`src/verilog/sqr_pkg.sv`:
```
// Purpose: Shared constants and types for the sequencer register control.
// Assumes: One 100 MHz clock, synchronous active-low reset.
// Notes:   Pins are sampled through three flops before use.
//
// Overview of operation
// Registers update on rising clock; outputs valid while preset/enable low.
// Preset/enable high puts outputs off; low drives them.
// Rising preset edge forces registered outputs to all ones.
// Reset sets every state and output register bit high.
// Programmed logic must leave the all-high state if unwanted.
// Any diagnostic select high enters diagnostic mode; function pins become inputs.
// In diagnostic mode a clock edge jams function pins into a register.
// Diagnostic view select shows state register on the outputs.
// View select back to normal shows output register again.
// Diagnostic select held until after the loading clock edge.
// Party waits after preset release before first clock edge.
// Registers hold their values when no load or preset occurs.
package sqr_pkg;

    localparam int unsigned SQR_WIDTH     = 8;
    localparam logic [7:0]  SQR_RESET_VAL = 8'hff;
    localparam int unsigned SQR_SYNC_LEN  = 3;

    // Board pins as seen by the block after synchronising
    typedef struct packed {
        logic       preset_or_output_enable;
        logic       diag_select_a;
        logic       diag_select_b;
        logic       diag_select_view;
        logic       clk_pin;
    } sqr_ctrl_t;

    // Register update kinds
    typedef enum logic [3:0] {
        SQR_HOLD   = 4'h1,
        SQR_PRESET = 4'h2,
        SQR_NEXT   = 4'h4,
        SQR_JAM    = 4'h8
    } sqr_op_t;

endpackage : sqr_pkg

```
`src/verilog/sqr_register_control.sv`:
```
// Purpose: State and output registers of a logic sequencer with preset,
//          output enable and diagnostic jam and view.
// Assumes: Board pins (clock pin included) are asynchronous; all logic runs
//          on clk_sys and sees pin edges after a three-flop filter.
// Notes:   The AND/OR arrays are outside; they supply next_state and
//          next_output combinationally from the current registers.
//          Pin drive follows the registers in the same cycle; a pin edge
//          takes effect four clk_sys edges after it is first sampled.
module sqr_register_control
    import sqr_pkg::*;
#(
    parameter int unsigned WIDTH = SQR_WIDTH
) (
    input  wire logic             clk_sys,
    input  wire logic             resetn,
    input  wire logic             clk_en,
    input  wire logic             seq_clk_pin,
    input  wire logic             preset_or_output_enable,
    input  wire logic             diag_select_a,
    input  wire logic             diag_select_b,
    input  wire logic             diag_select_view,
    input  wire logic             jam_to_state,
    input  wire logic [WIDTH-1:0] next_state,
    input  wire logic [WIDTH-1:0] next_output,
    input  wire logic [WIDTH-1:0] function_pins_in,
    output logic      [WIDTH-1:0] function_pins_out,
    output logic      [WIDTH-1:0] function_pins_oe_n,
    output logic      [WIDTH-1:0] state_reg,
    output logic      [WIDTH-1:0] output_reg,
    output logic                  diag_mode
);

    // Only the eight-bit register width is served by the pin mapping
    if (WIDTH != SQR_WIDTH) begin : g_width_chk
        $error("sqr_register_control: WIDTH 8 only");
    end

    ////////////////////////////////////////////////////////////////////////
    // Pin synchronisers
    // Every board pin, the sequencer clock included, is filtered so that
    // a level counts only once two stages agree. The price is latency:
    // pulses shorter than about two clk_sys cycles may be lost, so the
    // sequencer clock must stay high and low at least that long each.

    // Width of the packed control pin group
    localparam int unsigned CW = 5;
    sqr_ctrl_t        ctrl_raw, ctrl_s;
    logic [CW-1:0]    ctrl_sync;
    logic [WIDTH-1:0] fpin_s;
    logic [CW-1:0]    ctrl_rst;

    // Pack the pin levels so one synchroniser filters them all alike
    assign ctrl_raw = '{preset_or_output_enable: preset_or_output_enable,
                        diag_select_a:           diag_select_a,
                        diag_select_b:           diag_select_b,
                        diag_select_view:        diag_select_view,
                        clk_pin:                 seq_clk_pin};
    // Preset pin idles high after reset so no false preset edge appears
    assign ctrl_rst = 5'h10;
    assign ctrl_s   = sqr_ctrl_t'(ctrl_sync);

    // Control pins share one delay, so joint switches stay aligned
    sqr_sync #(.WIDTH(CW)) u_sync_ctrl (
        .clk_sys   (clk_sys),
        .resetn    (resetn),
        .clk_en    (clk_en),
        .async_in  (ctrl_raw),
        .reset_val (ctrl_rst),
        .sync_out  (ctrl_sync)
    );

    // Function pins feed only the diagnostic jam path
    sqr_sync #(.WIDTH(WIDTH)) u_sync_fpin (
        .clk_sys   (clk_sys),
        .resetn    (resetn),
        .clk_en    (clk_en),
        .async_in  (function_pins_in),
        .reset_val (SQR_RESET_VAL),
        .sync_out  (fpin_s)
    );

    ////////////////////////////////////////////////////////////////////////
    // Edge detection on filtered pins
    // Each history flop resets to the idle level of its pin, so releasing
    // reset never looks like a clock or preset edge.

    logic ck_prev_q, ck_prev_d;
    logic pr_prev_q, pr_prev_d;
    logic ck_rise, pr_rise;

    // Edges compare filtered values only, never the first sync stage
    always_comb begin
        ck_prev_d = ctrl_s.clk_pin;
        pr_prev_d = ctrl_s.preset_or_output_enable;
        ck_rise   = ctrl_s.clk_pin & ~ck_prev_q;
        pr_rise   = ctrl_s.preset_or_output_enable & ~pr_prev_q;
    end

    // Previous filtered levels of the clock and preset pins
    always_ff @(posedge clk_sys) begin
        if (!resetn) begin
            ck_prev_q <= 1'b0;
            pr_prev_q <= 1'b1;
        end else if (clk_en) begin
            ck_prev_q <= ck_prev_d;
            pr_prev_q <= pr_prev_d;
        end
    end

    ////////////////////////////////////////////////////////////////////////
    // Mode decode

    // A select at the high-voltage level reaches us as a plain logic one;
    // any one of the three selects is enough to enter diagnostic mode
    logic diag_any;
    // diagnostic entry
    assign diag_any  = ctrl_s.diag_select_a | ctrl_s.diag_select_b |
                       ctrl_s.diag_select_view;
    assign diag_mode = diag_any;

    // Priority: preset edge, then jam in diagnostic mode, then normal clock
    // A clock edge meeting a preset edge is dropped, never half applied
    function automatic sqr_op_t sqr_pick_op(input logic pr_edge,
                                            input logic ck_edge,
                                            input logic diag);
        if (pr_edge) begin
            return SQR_PRESET;
        end else if (ck_edge && diag) begin
            return SQR_JAM;
        end else if (ck_edge) begin
            return SQR_NEXT;
        end
        return SQR_HOLD;
    endfunction : sqr_pick_op

    ////////////////////////////////////////////////////////////////////////
    // State and output registers

    sqr_op_t          op;
    logic [WIDTH-1:0] state_q, state_d;
    logic [WIDTH-1:0] outr_q, outr_d;

    // Next register contents for the chosen operation
    always_comb begin
        op      = sqr_pick_op(pr_rise, ck_rise, diag_any);
        state_d = state_q;
        outr_d  = outr_q;
        unique case (op)
            // preset forces ones
            SQR_PRESET: begin
                state_d = SQR_RESET_VAL;
                outr_d  = SQR_RESET_VAL;
            end
            // diagnostic jam load
            SQR_JAM: begin
                if (jam_to_state) begin
                    state_d = fpin_s;
                end else begin
                    outr_d = fpin_s;
                end
            end
            // update on clock rise
            SQR_NEXT: begin
                state_d = next_state;
                outr_d  = next_output;
            end
            // hold between edges
            SQR_HOLD: begin
                state_d = state_q;
                outr_d  = outr_q;
            end
        endcase
    end

    // all high after reset
    always_ff @(posedge clk_sys) begin
        if (!resetn) begin
            state_q <= SQR_RESET_VAL;
            outr_q  <= SQR_RESET_VAL;
        end else if (clk_en) begin
            state_q <= state_d;
            outr_q  <= outr_d;
        end
    end

    // Register contents for the array logic outside
    assign state_reg  = state_q;
    assign output_reg = outr_q;

    ////////////////////////////////////////////////////////////////////////
    // Pin drivers

    // The drive is built from the next register values, so the pins show
    // the same contents as state_reg or output_reg in every cycle.
    logic [WIDTH-1:0] pout_q, pout_d;
    logic [WIDTH-1:0] poe_n_q, poe_n_d;

    // Pin data and enable; enable off while preset or in diagnostic mode
    always_comb begin
        // view state register / R9 back to output register
        pout_d = ctrl_s.diag_select_view ? state_d : outr_d;
        // enable pin gates drive; R6 pins are inputs in diagnostic mode
        if (ctrl_s.preset_or_output_enable || diag_any) begin
            poe_n_d = {WIDTH{1'b1}};
        end else begin
            poe_n_d = '0;
        end
    end

    // Registered so data outputs never glitch; reset leaves the pins off
    always_ff @(posedge clk_sys) begin
        if (!resetn) begin
            pout_q  <= SQR_RESET_VAL;
            poe_n_q <= SQR_RESET_VAL;
        end else if (clk_en) begin
            pout_q  <= pout_d;
            poe_n_q <= poe_n_d;
        end
    end

    // Pin drive and its active-low enable
    assign function_pins_out  = pout_q;
    assign function_pins_oe_n = poe_n_q;

endmodule : sqr_register_control

```
`src/verilog/sqr_sync.sv`:
```
// Purpose: Three-flop synchroniser with agreement filter for pin inputs.
// Assumes: Inputs are asynchronous to clk_sys.
// Notes:   The first flop feeds only the second.
module sqr_sync
    import sqr_pkg::*;
#(
    parameter int unsigned WIDTH = 1
) (
    input  wire logic             clk_sys,
    input  wire logic             resetn,
    input  wire logic             clk_en,
    input  wire logic [WIDTH-1:0] async_in,
    input  wire logic [WIDTH-1:0] reset_val,
    output logic      [WIDTH-1:0] sync_out
);

    logic [WIDTH-1:0] s1_q, s2_q, s3_q, out_q;
    logic [WIDTH-1:0] s1_d, s2_d, s3_d, out_d;

    // A zero-width filter has nothing to carry
    if (WIDTH < 1) begin : g_width_chk
        $error("sqr_sync: WIDTH must be at least 1");
    end

    // Accept a change only when the second and third stage agree
    always_comb begin
        s1_d  = async_in;
        s2_d  = s1_q;
        s3_d  = s2_q;
        out_d = out_q;
        for (int i = 0; i < WIDTH; i++) begin
            if (s2_q[i] == s3_q[i]) begin
                out_d[i] = s3_q[i];
            end
        end
    end

    // Reset value is held in registers; the port is sampled only on edges
    always_ff @(posedge clk_sys) begin
        if (!resetn) begin
            s1_q  <= reset_val;
            s2_q  <= reset_val;
            s3_q  <= reset_val;
            out_q <= reset_val;
        end else if (clk_en) begin
            s1_q  <= s1_d;
            s2_q  <= s2_d;
            s3_q  <= s3_d;
            out_q <= out_d;
        end
    end

    assign sync_out = out_q;

endmodule : sqr_sync

```
`config.mk`:
```
export PLATFORM = sky130hd
export DESIGN_NAME = sqr_register_control
export DESIGN_NICKNAME = d
export VERILOG_FILES = /design/src/verilog/sqr_pkg.sv /design/src/verilog/sqr_register_control.sv /design/src/verilog/sqr_sync.sv
export SDC_FILE = /design/constraint.sdc
export NUM_CORES = 1
export LEC_CHECK = 0
export ABC_CLOCK_PERIOD_IN_PS = 3100
export BUFFER_PORTS_ARGS = -buffer_cell sky130_fd_sc_hd__buf_2
export CAP_MARGIN = 25
export CORE_ASPECT_RATIO = 2
export CORE_MARGIN = 2
export CORE_UTILIZATION = 60
export CTS_CLUSTER_SIZE = 40
export DETAILED_ROUTE_END_ITERATION = 7
export PLACE_DENSITY = 0.95
export SETUP_SLACK_MARGIN = 0.1
export SKIP_CTS_REPAIR_TIMING = 1
export SLEW_MARGIN = 25
export SYNTH_ARGS = -nofsm -noshare
export SYNTH_HDL_FRONTEND = slang
export SYNTH_SLANG_ARGS = --single-unit
export TNS_END_PERCENT = 5
```
`constraint.sdc`:
```
create_clock -name clk_sys -period 3.1 [get_ports clk_sys]
set_clock_uncertainty 0.15 [all_clocks]
set_input_delay 0.155 -clock clk_sys [delete_from_list [all_inputs] [get_ports clk_sys]]
set_output_delay 0.155 -clock clk_sys [all_outputs]
set_load 0.05 [all_outputs]
```
==> results of run 1 <==
==> logic make-up (layout without fill, tap and decap cells) <==
| logic type | Yosys count | in the layout |
|---|---|---|
| AND/OR/NAND/NOR | 150 | 150 |
| AO/OA/AOI/OAI | 100 | 100 |
| buffers and inverters | 42 | 101 |
| multiplexers | 39 | 39 |
| flip-flops | 79 | 79 |
==> how the worst max path moves through the flow <==
stage	to	slack [ps]	depth (start not counted)	from
5_1_grt	output_reg[0]	950	4	ck_prev_q
3_3_place_gp	output_reg[7]	1160	4	ck_prev_q
3_5_place_dp	output_reg[7]	1130	4	ck_prev_q
6_report	output_reg[7]	1080	4	ck_prev_q
4_1_cts	output_reg[0]	1110	4	ck_prev_q
2_1_floorplan	output_reg[4]	1500	6	u_sync_ctrl.sync_out[1]
==> worst min-delay path: stages <==
cell,delay [ps]
buf_2,90
o2bb2ai_1,150
a221o_1,140
==> metal layers <==
layer  track usage (%)  vias to the layer above  share of wire, %
li1                  -                     1551                 -
met3             6.803                       21               7.3
met5                 0                        -                 0
met4             11.82                        0               3.0
met1             31.70                     1485                41
met2             38.00                      149                49
==> power by group through the flow <==
stage / clock network [W] / registers, W / logic [W]
global route: 0.00109 / 0.00107 / 0.000225
floorplan: 0 / 0.00111 / 0.000113
global placement: 0 / 0.00108 / 0.000189
finish: 0.00103 / 0.00106 / 0.000208
CTS: 0.00104 / 0.00106 / 0.000193
detailed placement: 0 / 0.00108 / 0.000192
==> metrics by stage <==
stage                     total power (W)  util, %  hold slack (ps)
final                            0.002302    72.48            78.25
after CTS                        0.002296    70.28           -119.8
after global routing             0.002378    72.48            84.28
after floorplan                  0.001225        -            133.4
after global placement           0.001273    65.34            222.1
after detailed placement         0.001277    65.34            227.6
==> layout by cell type, fill, tap and decap left out, types with 6 or more instances in the layout <==
master / n
dfxtp_1: 79
buf_2: 64
nand2_1: 46
mux2i_1: 39
nor2b_1: 29
nor2_1: 26
a21oi_1: 24
o21ai_0: 20
a22oi_1: 14
dlygate4sd3_1: 13
nand2b_1: 12
nand3_1: 11
clkbuf_16: 9
o2bb2ai_1: 8
and3_1: 7
nor4b_1: 6
nor3_1: 6
a21boi_0: 6
a211oi_1: 6
o32a_1: 6
==> final cells by class <==
cell class / count / area [µm²]
Multi-Input combinational cell: 289 / 1829
Fill cell: 444 / 1625
Sequential cell: 79 / 1582
Timing Repair Buffer: 82 / 488.0
Clock buffer: 12 / 246.5
Tap cell: 63 / 78.83
Clock inverter: 4 / 45.04
Inverter: 3 / 11.26
==> cell usage after synthesis (7+ instances only) <==
master	count	share of area (%)
dfxtp_1	79	44
nand2_1	46	4.8
mux2i_1	39	11
nor2b_1	29	5.0
nor2_1	26	2.7
a21oi_1	24	3.3
o21ai_0	20	2.8
clkbuf_1	15	1.6
a22oi_1	14	2.9
nand2b_1	12	2.1
nand3_1	11	1.5
buf_2	10	1.4
o2bb2ai_1	8	1.9
and3_1	7	1.2
buf_4	7	1.5
==> results.md, run 1 <==
- DR vias/cell: between 6 and 7
- Initial drt markers: 211
- Starting Density: 61.33%
- Global Route Usage Sum: between 20 and 25%
- Drc violations: 6
- Final ANT Viol Nets: 0
- Final GP Congestion: approximately 0.91
- Worst slew margin: 31.20%
- CP max stage cell: nand2b_1
- Cell total after placement: 503
- Fin cells: 532
- Largest delay contributor family on the critical path: simple AND/OR/NAND/NOR gates
- Via count: approximately 3200
- Crit path time final: between 2000 and 2500 ps
- Drt wl/cell: 15.46 µm
- Largest net degree at the start of global routing: 55
- Worst setup EP type: flop
- Clock Latency Late Sink: approximately 340 ps
- Adder-Cell Fraction of Synth Area: 0%
- R2R depth: 4
- Final WL: around 8000 µm
- Switching pwr: approximately 0.00053 W
- Max-cap violations: 0
- Drt first pass iters: 8
- Worst Setup Slack, final: around 1100 ps
- Area Growth Syn to Fin: 18.17%
- Final Hold Fails: 0
- Int Power: between 0.0015 and 0.002 W
- Violated checks: design-rule violations
- Post-synthesis xor/xnor area fraction: 0%
- CP cell instances: nand2b_1, nor2_1, o2bb2ai_1, a221o_1
- R2r setup slk: ~1100 ps
- Setup CP Type: flop to flop
- Share of cells above drive strength 1: approximately a fifth
- Mux share of post-synthesis cell area: 10.78%
- Diode count: 0
- Synthesized Nets: roughly 440
- CTS root buffer: clkbuf_16
- Outcome: finished, violations left
- Worst path required time: approximately 3200 ps
- CTS Sinks: 79
- Max H-tree Level: 3
- Synth Flop Type: dfxtp_1
- Nets: around 500
- Synth Cell Area: 3622 µm²
- Post-DP Area: 3859 µm²
- Compound-Gate Fraction of Synth Area: 18.69%
- Core Footprint: ~5900 µm²
- Share of the yosys chip area belonging to registers: 43.66%
- Initial antenna violation count: 0
- CP arrival: about 2100 ps
- Design area: about 4300 µm²
- Largest family of logic cells by synthesized area: simple AND/OR/NAND/NOR gates
- EDFF count, synth: 0
- Overflow after GRT: 0
- DIE HEIGHT: 113.9 µm
- RR Startpoint: ck_prev_q
- Fin. max-slew vios: 0
- Ys Warns: 0
- R2r endpoint: output_reg[7]
- Vias in the first global route: between 2000 and 3000
- Hpwl dp: between 5000 and 6000 µm
- I/O Buffers: 65
- DIE WIDTH: 58.94 µm
- Crit path buf inv count: 0
- Combinational power share: ~9.0%
- Distinct cells, synth: 36
- Max Clk Rate: approximately 0.49 GHz
- Least-Margin Pin Slew: just over 1000 ps
- RSZ-0062 raised after global routing: no
- CTS Buf Count: 9
- Worst-path clk slew: approximately 60 ps
- Simple-gate area share of the yosys netlist: between 20% and 30%
- PD cells: 537.8 nW/µm²
- Post-Place Worst Slack: approximately 1100 ps
- Die area: about 6700 µm²
- Peak VDD IR: a little under 700 µV
- Total negative slack: 0 ps
- Setup violators final: 0
- Longest Clk Path Bufs: 2
- CP max FO: 25
- Clock share of power: between 40 and 50%
- CTS tree: done
- Static leakage: 1.786 nW
- Worst hold path class: input port to flop
- Number of synthesized register bits: 79
- Hold depth: 3
- Ys async rst share: 0%
- Hold Path End: output_reg[0]
- Sw Share: about 23%
- Cell row count: 40
- Top Ports: 66
- Worst setup SP type: flop
- Tcrit/Tclk final: approximately two thirds
- CP max stage delay: 800 ps
- Sequential fraction of design power: ~46%
- Post-Synthesis Cells: 410
- First-pass GRT wire length: ~13000 µm
- Syn avg cell area: about 8.8 µm²
- Hold path startpoint: next_output[0]
Note: power is estimated with default switching activity, not from simulation.
==> run 2, diff against run 1 <==
- ABC_CLOCK_PERIOD_IN_PS: 3100 -> 1800
- CORE_UTILIZATION: 60 -> 50
- PLACE_DENSITY: 0.95 -> 0.88
- clock period: 3.1 -> 1.8 ns (I/O delays scaled with it)
==> results.md, run 2 (same netlist as run 1, synthesis figures left out) <==
- Static leakage: 1.948 nW (was 1.786 nW)
- Global Route Usage Sum: 22.38% (was 24.77%)
- Final hold slack: -4.949 ps (was 78.25 ps)
- Max Clk Rate: between 0.5 and 0.6 GHz
- Worst path required time: 1560 ps (was 3180 ps)
- DIE HEIGHT: 124.4 µm (was 113.9 µm)
- CP max stage cell: dfxtp_4 (was nand2b_1)
- DIE WIDTH: 64.19 µm (was 58.94 µm)
- Worst setup EP type: primary output (was flop)
- CP max stage delay: 360 ps (was 800 ps)
- Outcome: finished, violations left (unchanged)
- Diode count: 0 (unchanged)
- Total negative slack: 0 ps (unchanged)
- Die area: 7983 µm² (was 6712 µm²)
- Share of cells above drive strength 1: 23.81% (was 18.76%)
- Clock Latency Late Sink: 340 ps (about the same)
- CP arrival: 1460 ps (was 2100 ps)
- Via count: 3351 (was 3206)
- CTS root buffer: clkbuf_16 (unchanged)
- CTS tree: done (unchanged)
- Hold depth: 3 (unchanged)
- Critical Path Source: u_sync_ctrl.sync_out[2] (was ck_prev_q)
- Hpwl dp: 6068 µm (was 5161 µm)
- Largest net degree at the start of global routing: 34 (was 55)
- R2R depth: 5 (was 4)
- Worst slew margin: 58.84% (was 31.20%)
- Final GP Congestion: 0.8906 (was 0.9116)
- R2r setup slk: 110 ps (was 1080 ps)
- Final Hold Fails: 1 (was 0)
- RR Startpoint: u_sync_ctrl.sync_out[2] (was ck_prev_q)
- Initial drt markers: 277 (was 211)
- Core Footprint: 6994 µm² (was 5906 µm²)
- Least-Margin Pin Slew: 617.4 ps (was 1032 ps)
- Setup violators final: 0 (unchanged)
- CTS Buf Count: 9 (unchanged)
- Max-cap violations: 0 (unchanged)
- PD cells: 950.3 nW/µm² (was 537.8 nW/µm²)
- Drt first pass iters: 6 (was 8)
- Crit path time final: between 1500 and 2000 ps
- Top Ports: 66 (unchanged)
- CP cell instances: nor3_4, inv_2, buf_2 (was nand2b_1, nor2_1, o2bb2ai_1, a221o_1)
- R2r endpoint: function_pins_out[1] (was output_reg[7])
- Longest Clk Path Bufs: 2 (unchanged)
- Post-Place Worst Slack: 127.9 ps (was 1131 ps)
- Commonest non-fill, non-tap cells in the layout: 77 x dfxtp_1, 64 x buf_2, 46 x nand2_1 (was 79 x dfxtp_1, 64 x buf_2, 46 x nand2_1)
- RSZ-0062 raised after global routing: yes (was no)
- Final ANT Viol Nets: 0 (unchanged)
- Hold Path End: output_reg[7] (was output_reg[0])
- CP max FO: 11 (was 25)
- Worst-path clk slew: 60 ps (about the same)
- CTS Sinks: 79 (unchanged)
- Largest delay contributor family on the critical path: buffers and inverters (was simple AND/OR/NAND/NOR gates)
- Worst hold path class: input port to flop (unchanged)
- Vias in the first global route: 2975 (was 2785)
- Starting Density: 51.79% (was 61.33%)
- Commonest non-fill, non-tap cell in the layout: dfxtp_1 (unchanged)
- Tot Pwr: 0.004389 W (was 0.002302 W)
- Final WL: 9422 µm (was 8227 µm)
- Core Util, Final: 66.03% (was 72.48%)
- I/O Buffers: 65 (unchanged)
- First-pass GRT wire length: 14260 µm (was 12700 µm)
- Cell row count: 43 (was 40)
- Crit path buf inv count: 2 (was 0)
- Tcrit/Tclk final: a little over nine tenths
- Worst Setup Slack, final: 101.3 ps (was 1076 ps)
- Nets: 511 (was 497)
- Fin. max-slew vios: 0 (unchanged)
- Setup CP Type: flop to primary output (was flop to flop)
- Drt wl/cell: 16.44 µm (was 15.46 µm)
- Violated checks: negative hold slack (was design-rule violations)
- Filler Cells Inserted: 536 (was 444)
- Hold path startpoint: next_output[7] (was next_output[0])
- Overflow after GRT: 0 (unchanged)
- Drc violations: 0 (was 6)
- Initial antenna violation count: 0 (unchanged)
- Max H-tree Level: 3 (unchanged)
- DR vias/cell: 5.848 (was 6.026)
- Peak VDD IR: 713.8 µV (was 696.5 µV)
- Worst setup SP type: flop (unchanged)
- Area Growth Syn to Fin: 27.50% (was 18.17%)
run 2: cell types whose count changed in the layout (fill, tap and decap cells not counted), moves of 2 or more:
cell | previous run | this run
bufinv_16 | 1 | 4
nor4b_2 | 0 | 4
clkinv_2 | 3 | 1
nor3_1 | 6 | 0
nor3_2 | 0 | 6
clkbuf_16 | 9 | 11
buf_12 | 0 | 2
dfxtp_1 | 79 | 77
nor4b_1 | 6 | 2
buf_4 | 5 | 13
run 2: metrics by stage:
stage	instances	area [µm²]	hold slack [ps]
floorplan	410	3622	68.39
global placement	537	3970	156.1
detailed placement	537	3970	159.3
CTS	553	4332	-188.9
global route	573	4618	9.595
finish	573	4618	-4.949
run 2: worst min-delay path: cells and delay by family:
family | cells | cell delay (ps)
buffers and inverters | 1 | 90
AOI/OAI and AO/OA | 2 | 260
run 2: per-layer routing:
metal  track usage, %  vias to the layer above  share of wire [%]
met5                0                        -                  0
met2            35.29                      149                 51
met4            13.77                        0                4.4
met1            26.79                     1586                 39
met3            5.510                       39                6.0
li1                 -                     1577                  -
run 2: cell type report:
| type | instances | area, µm² | area share [%] |
|---|---|---|---|
| clock buffer | 10 | 229.0 | 4.958 |
| tap | 90 | 112.6 | 2.438 |
| multi-input combinational | 289 | 1887 | 40.86 |
| inverter | 3 | 11.26 | 0.2438 |
| sequential | 79 | 1587 | 34.35 |
| timing repair buffer | 96 | 659.4 | 14.28 |
| clock inverter | 6 | 132.6 | 2.872 |
run 2: power breakdown:
part | total [W] | switching (W) | internal (W)
registers | 0.00183 | 0.0000340 | 0.00180
clock network | 0.00219 | 0.000695 | 0.00149
logic | 0.000371 | 0.000220 | 0.000151
run 2: worst max-delay path by stage:
stage	to	slack, ps	depth (start not counted)
5_1_grt	function_pins_out[1]	30	5
2_1_floorplan	output_reg[4]	200	6
4_1_cts	function_pins_out[2]	120	5
3_5_place_dp	function_pins_out[2]	130	5
3_3_place_gp	function_pins_out[2]	220	5
6_report	diag_mode	100	3
==> run 3, diff against run 2 <==
- ABC_CLOCK_PERIOD_IN_PS: 1800 -> 1500
- CORE_UTILIZATION: 50 -> 52
- CTS_BUF_LIST: not set -> sky130_fd_sc_hd__clkbuf_2 sky130_fd_sc_hd__clkbuf_4 sky130_fd_sc_hd__clkbuf_8
- PLACE_DENSITY: 0.88 -> 0.9
- clock period: 1.8 -> 1.5 ns (I/O delays scaled with it)
==> results.md, run 3 (same netlist as run 1, synthesis figures left out) <==
- Diode count: 0 (unchanged)
- First-pass GRT wire length: 14220 µm (was 14260 µm)
- Longest Clk Path Bufs: 2 (unchanged)
- Commonest non-fill, non-tap cell in the layout: dfxtp_1 (unchanged)
- DIE WIDTH: 63.02 µm (was 64.19 µm)
- RSZ-0062 raised after global routing: yes (unchanged)
- CTS Sinks: 79 (unchanged)
- Final WL: 10340 µm (was 9422 µm)
- CP arrival: 1810 ps (was 1460 ps)
- Top Ports: 66 (unchanged)
- Share of cells above drive strength 1: 29.12% (was 23.81%)
- Worst Setup Slack, final: -211.6 ps (was 101.3 ps)
- Largest net degree at the start of global routing: 49 (was 34)
- Max Clk Rate: just under 0.6 GHz
- Setup violators final: 25 (was 0)
- CTS tree: done (unchanged)
- Post-DP Area: 4078 µm² (was 3970 µm²)
- Drc violations: 0 (unchanged)
- Via count: 3479 (was 3351)
- Violated checks: negative hold slack, negative setup slack (was negative hold slack)
- Worst path required time: 1600 ps (was 1560 ps)
- Hold depth: 2 (was 3)
- Fin. max-slew vios: 0 (unchanged)
- Outcome: finished, violations left (unchanged)
- Cell row count: 43 (unchanged)
- Core Util, Final: 68.71% (was 66.03%)
- R2R depth: 7 (was 5)
- Peak VDD IR: 744.2 µV (was 713.8 µV)
- CTS Buf Count: 9 (unchanged)
- Final hold slack: -45.89 ps (was -4.949 ps)
- CP max FO: 7 (was 11)
- Static leakage: 1.950 nW (was 1.948 nW)
- Worst setup SP type: flop (unchanged)
- Initial drt markers: 459 (was 277)
- Vias in the first global route: 3078 (was 2975)
- DIE HEIGHT: 122.0 µm (was 124.4 µm)
- CTS root buffer: clkbuf_8 (was clkbuf_16)
- Die area: 7690 µm² (was 7983 µm²)
- Design area: 4695 µm² (was 4618 µm²)
- Worst path depth: 7 (was 3)
- Setup CP Type: flop to flop (was flop to primary output)
- Area Growth Syn to Fin: 29.60% (was 27.50%)
- Worst hold path class: input port to flop (unchanged)
- Final Hold Fails: 1 (unchanged)
- Final GP Congestion: 0.9040 (was 0.8906)
- PD cells: 859.1 nW/µm² (was 950.3 nW/µm²)
- CP max stage delay: 340 ps (was 360 ps)
- Starting Density: 53.01% (was 51.79%)
- Clock Latency Late Sink: 370 ps (was 340 ps)
- Max-cap violations: 0 (unchanged)
- Drt wl/cell: 17.59 µm (was 16.44 µm)
- I/O Buffers: 65 (unchanged)
- Least-Margin Pin Slew: 620.3 ps (was 617.4 ps)
- Hpwl dp: 5829 µm (was 6068 µm)
- Tcrit/Tclk final: 114.1%
- CP max stage cell: dfxtp_2 (was dfxtp_4)
- Worst setup EP type: flop (was primary output)
- Final ANT Viol Nets: 0 (unchanged)
- Global Route Usage Sum: 23.44% (was 22.38%)
- Core Footprint: 6833 µm² (was 6994 µm²)
- Post-Place Worst Slack: -135.2 ps (was 127.9 ps)
- DR vias/cell: 5.917 (was 5.848)
- Max H-tree Level: 3 (unchanged)
- Initial antenna violation count: 0 (unchanged)
- Crit path buf inv count: 3 (was 2)
- Worst-path clk slew: 70 ps (was 60 ps)
- CP cell instances: nor3_4, buf_6, buf_12, nor4b_2, nor3_1, buf_4, a22oi_2 (was nor3_4, inv_2, buf_2)
- Overflow after GRT: 0 (unchanged)
- Crit path time final: approximately 1700 ps
- Nets: 528 (was 511)
- Commonest non-fill, non-tap cells in the layout: 69 x dfxtp_1, 59 x buf_2, 46 x nand2_1 (was 77 x dfxtp_1, 64 x buf_2, 46 x nand2_1)
- Drt first pass iters: 5 (was 6)
- Largest delay contributor family on the critical path: simple AND/OR/NAND/NOR gates (was buffers and inverters)
- Worst slew margin: 58.65% (was 58.84%)
## run 3: worst paths after layout
check | startpoint | end | slack [ps]
worst max-delay path | u_sync_ctrl.sync_out[1] | function_pins_out[2] | -210
worst max register to register | u_sync_ctrl.sync_out[1] | function_pins_out[2] | -210
worst min register to register | u_sync_fpin.s1_q[1] | u_sync_fpin.s1_q[1] | 330
worst min-delay path | resetn | output_reg[1] | -50
## run 3: layout make-up
cell class,instances,area (µm²)
multi-input combinational,289,1967
clock buffer,10,131.4
inverter,3,13.76
tap,90,112.6
timing repair buffer,113,850.8
fill,506,2138
sequential,79,1594
clock inverter,4,25.02
## run 3: metrics by stage
| stage | setup TNS (ps) | power (W) | std cells | hold WS, ps |
|---|---|---|---|---|
| 6_report | -2659 | 0.004033 | 588 | -45.89 |
| 5_1_grt | -3881 | 0.004181 | 588 | 11.58 |
| 3_3_place_gp | -294.5 | 0.002646 | 547 | 139.2 |
| 4_1_cts | -1785 | 0.003977 | 561 | -232.8 |
| 2_1_floorplan | -201.7 | 0.002535 | 410 | 53.39 |
| 3_5_place_dp | -1085 | 0.002657 | 547 | 147.7 |
## run 3: where the power goes
group | internal [W] | switching (W) | leakage [nW]
logic | 0.000201 | 0.000285 | 1.23
clock network | 0.000594 | 0.000755 | 0.0774
registers | 0.00216 | 0.0000410 | 0.644
## run 3: per-layer routing
| layer | part of all wire (%) | GRT usage (%) |
|---|---|---|
| met1 | 38 | 28.14 |
| met2 | 52 | 38.56 |
| met3 | 7.0 | 5.448 |
| met4 | 3.6 | 12.50 |
| met5 | 0 | 0 |
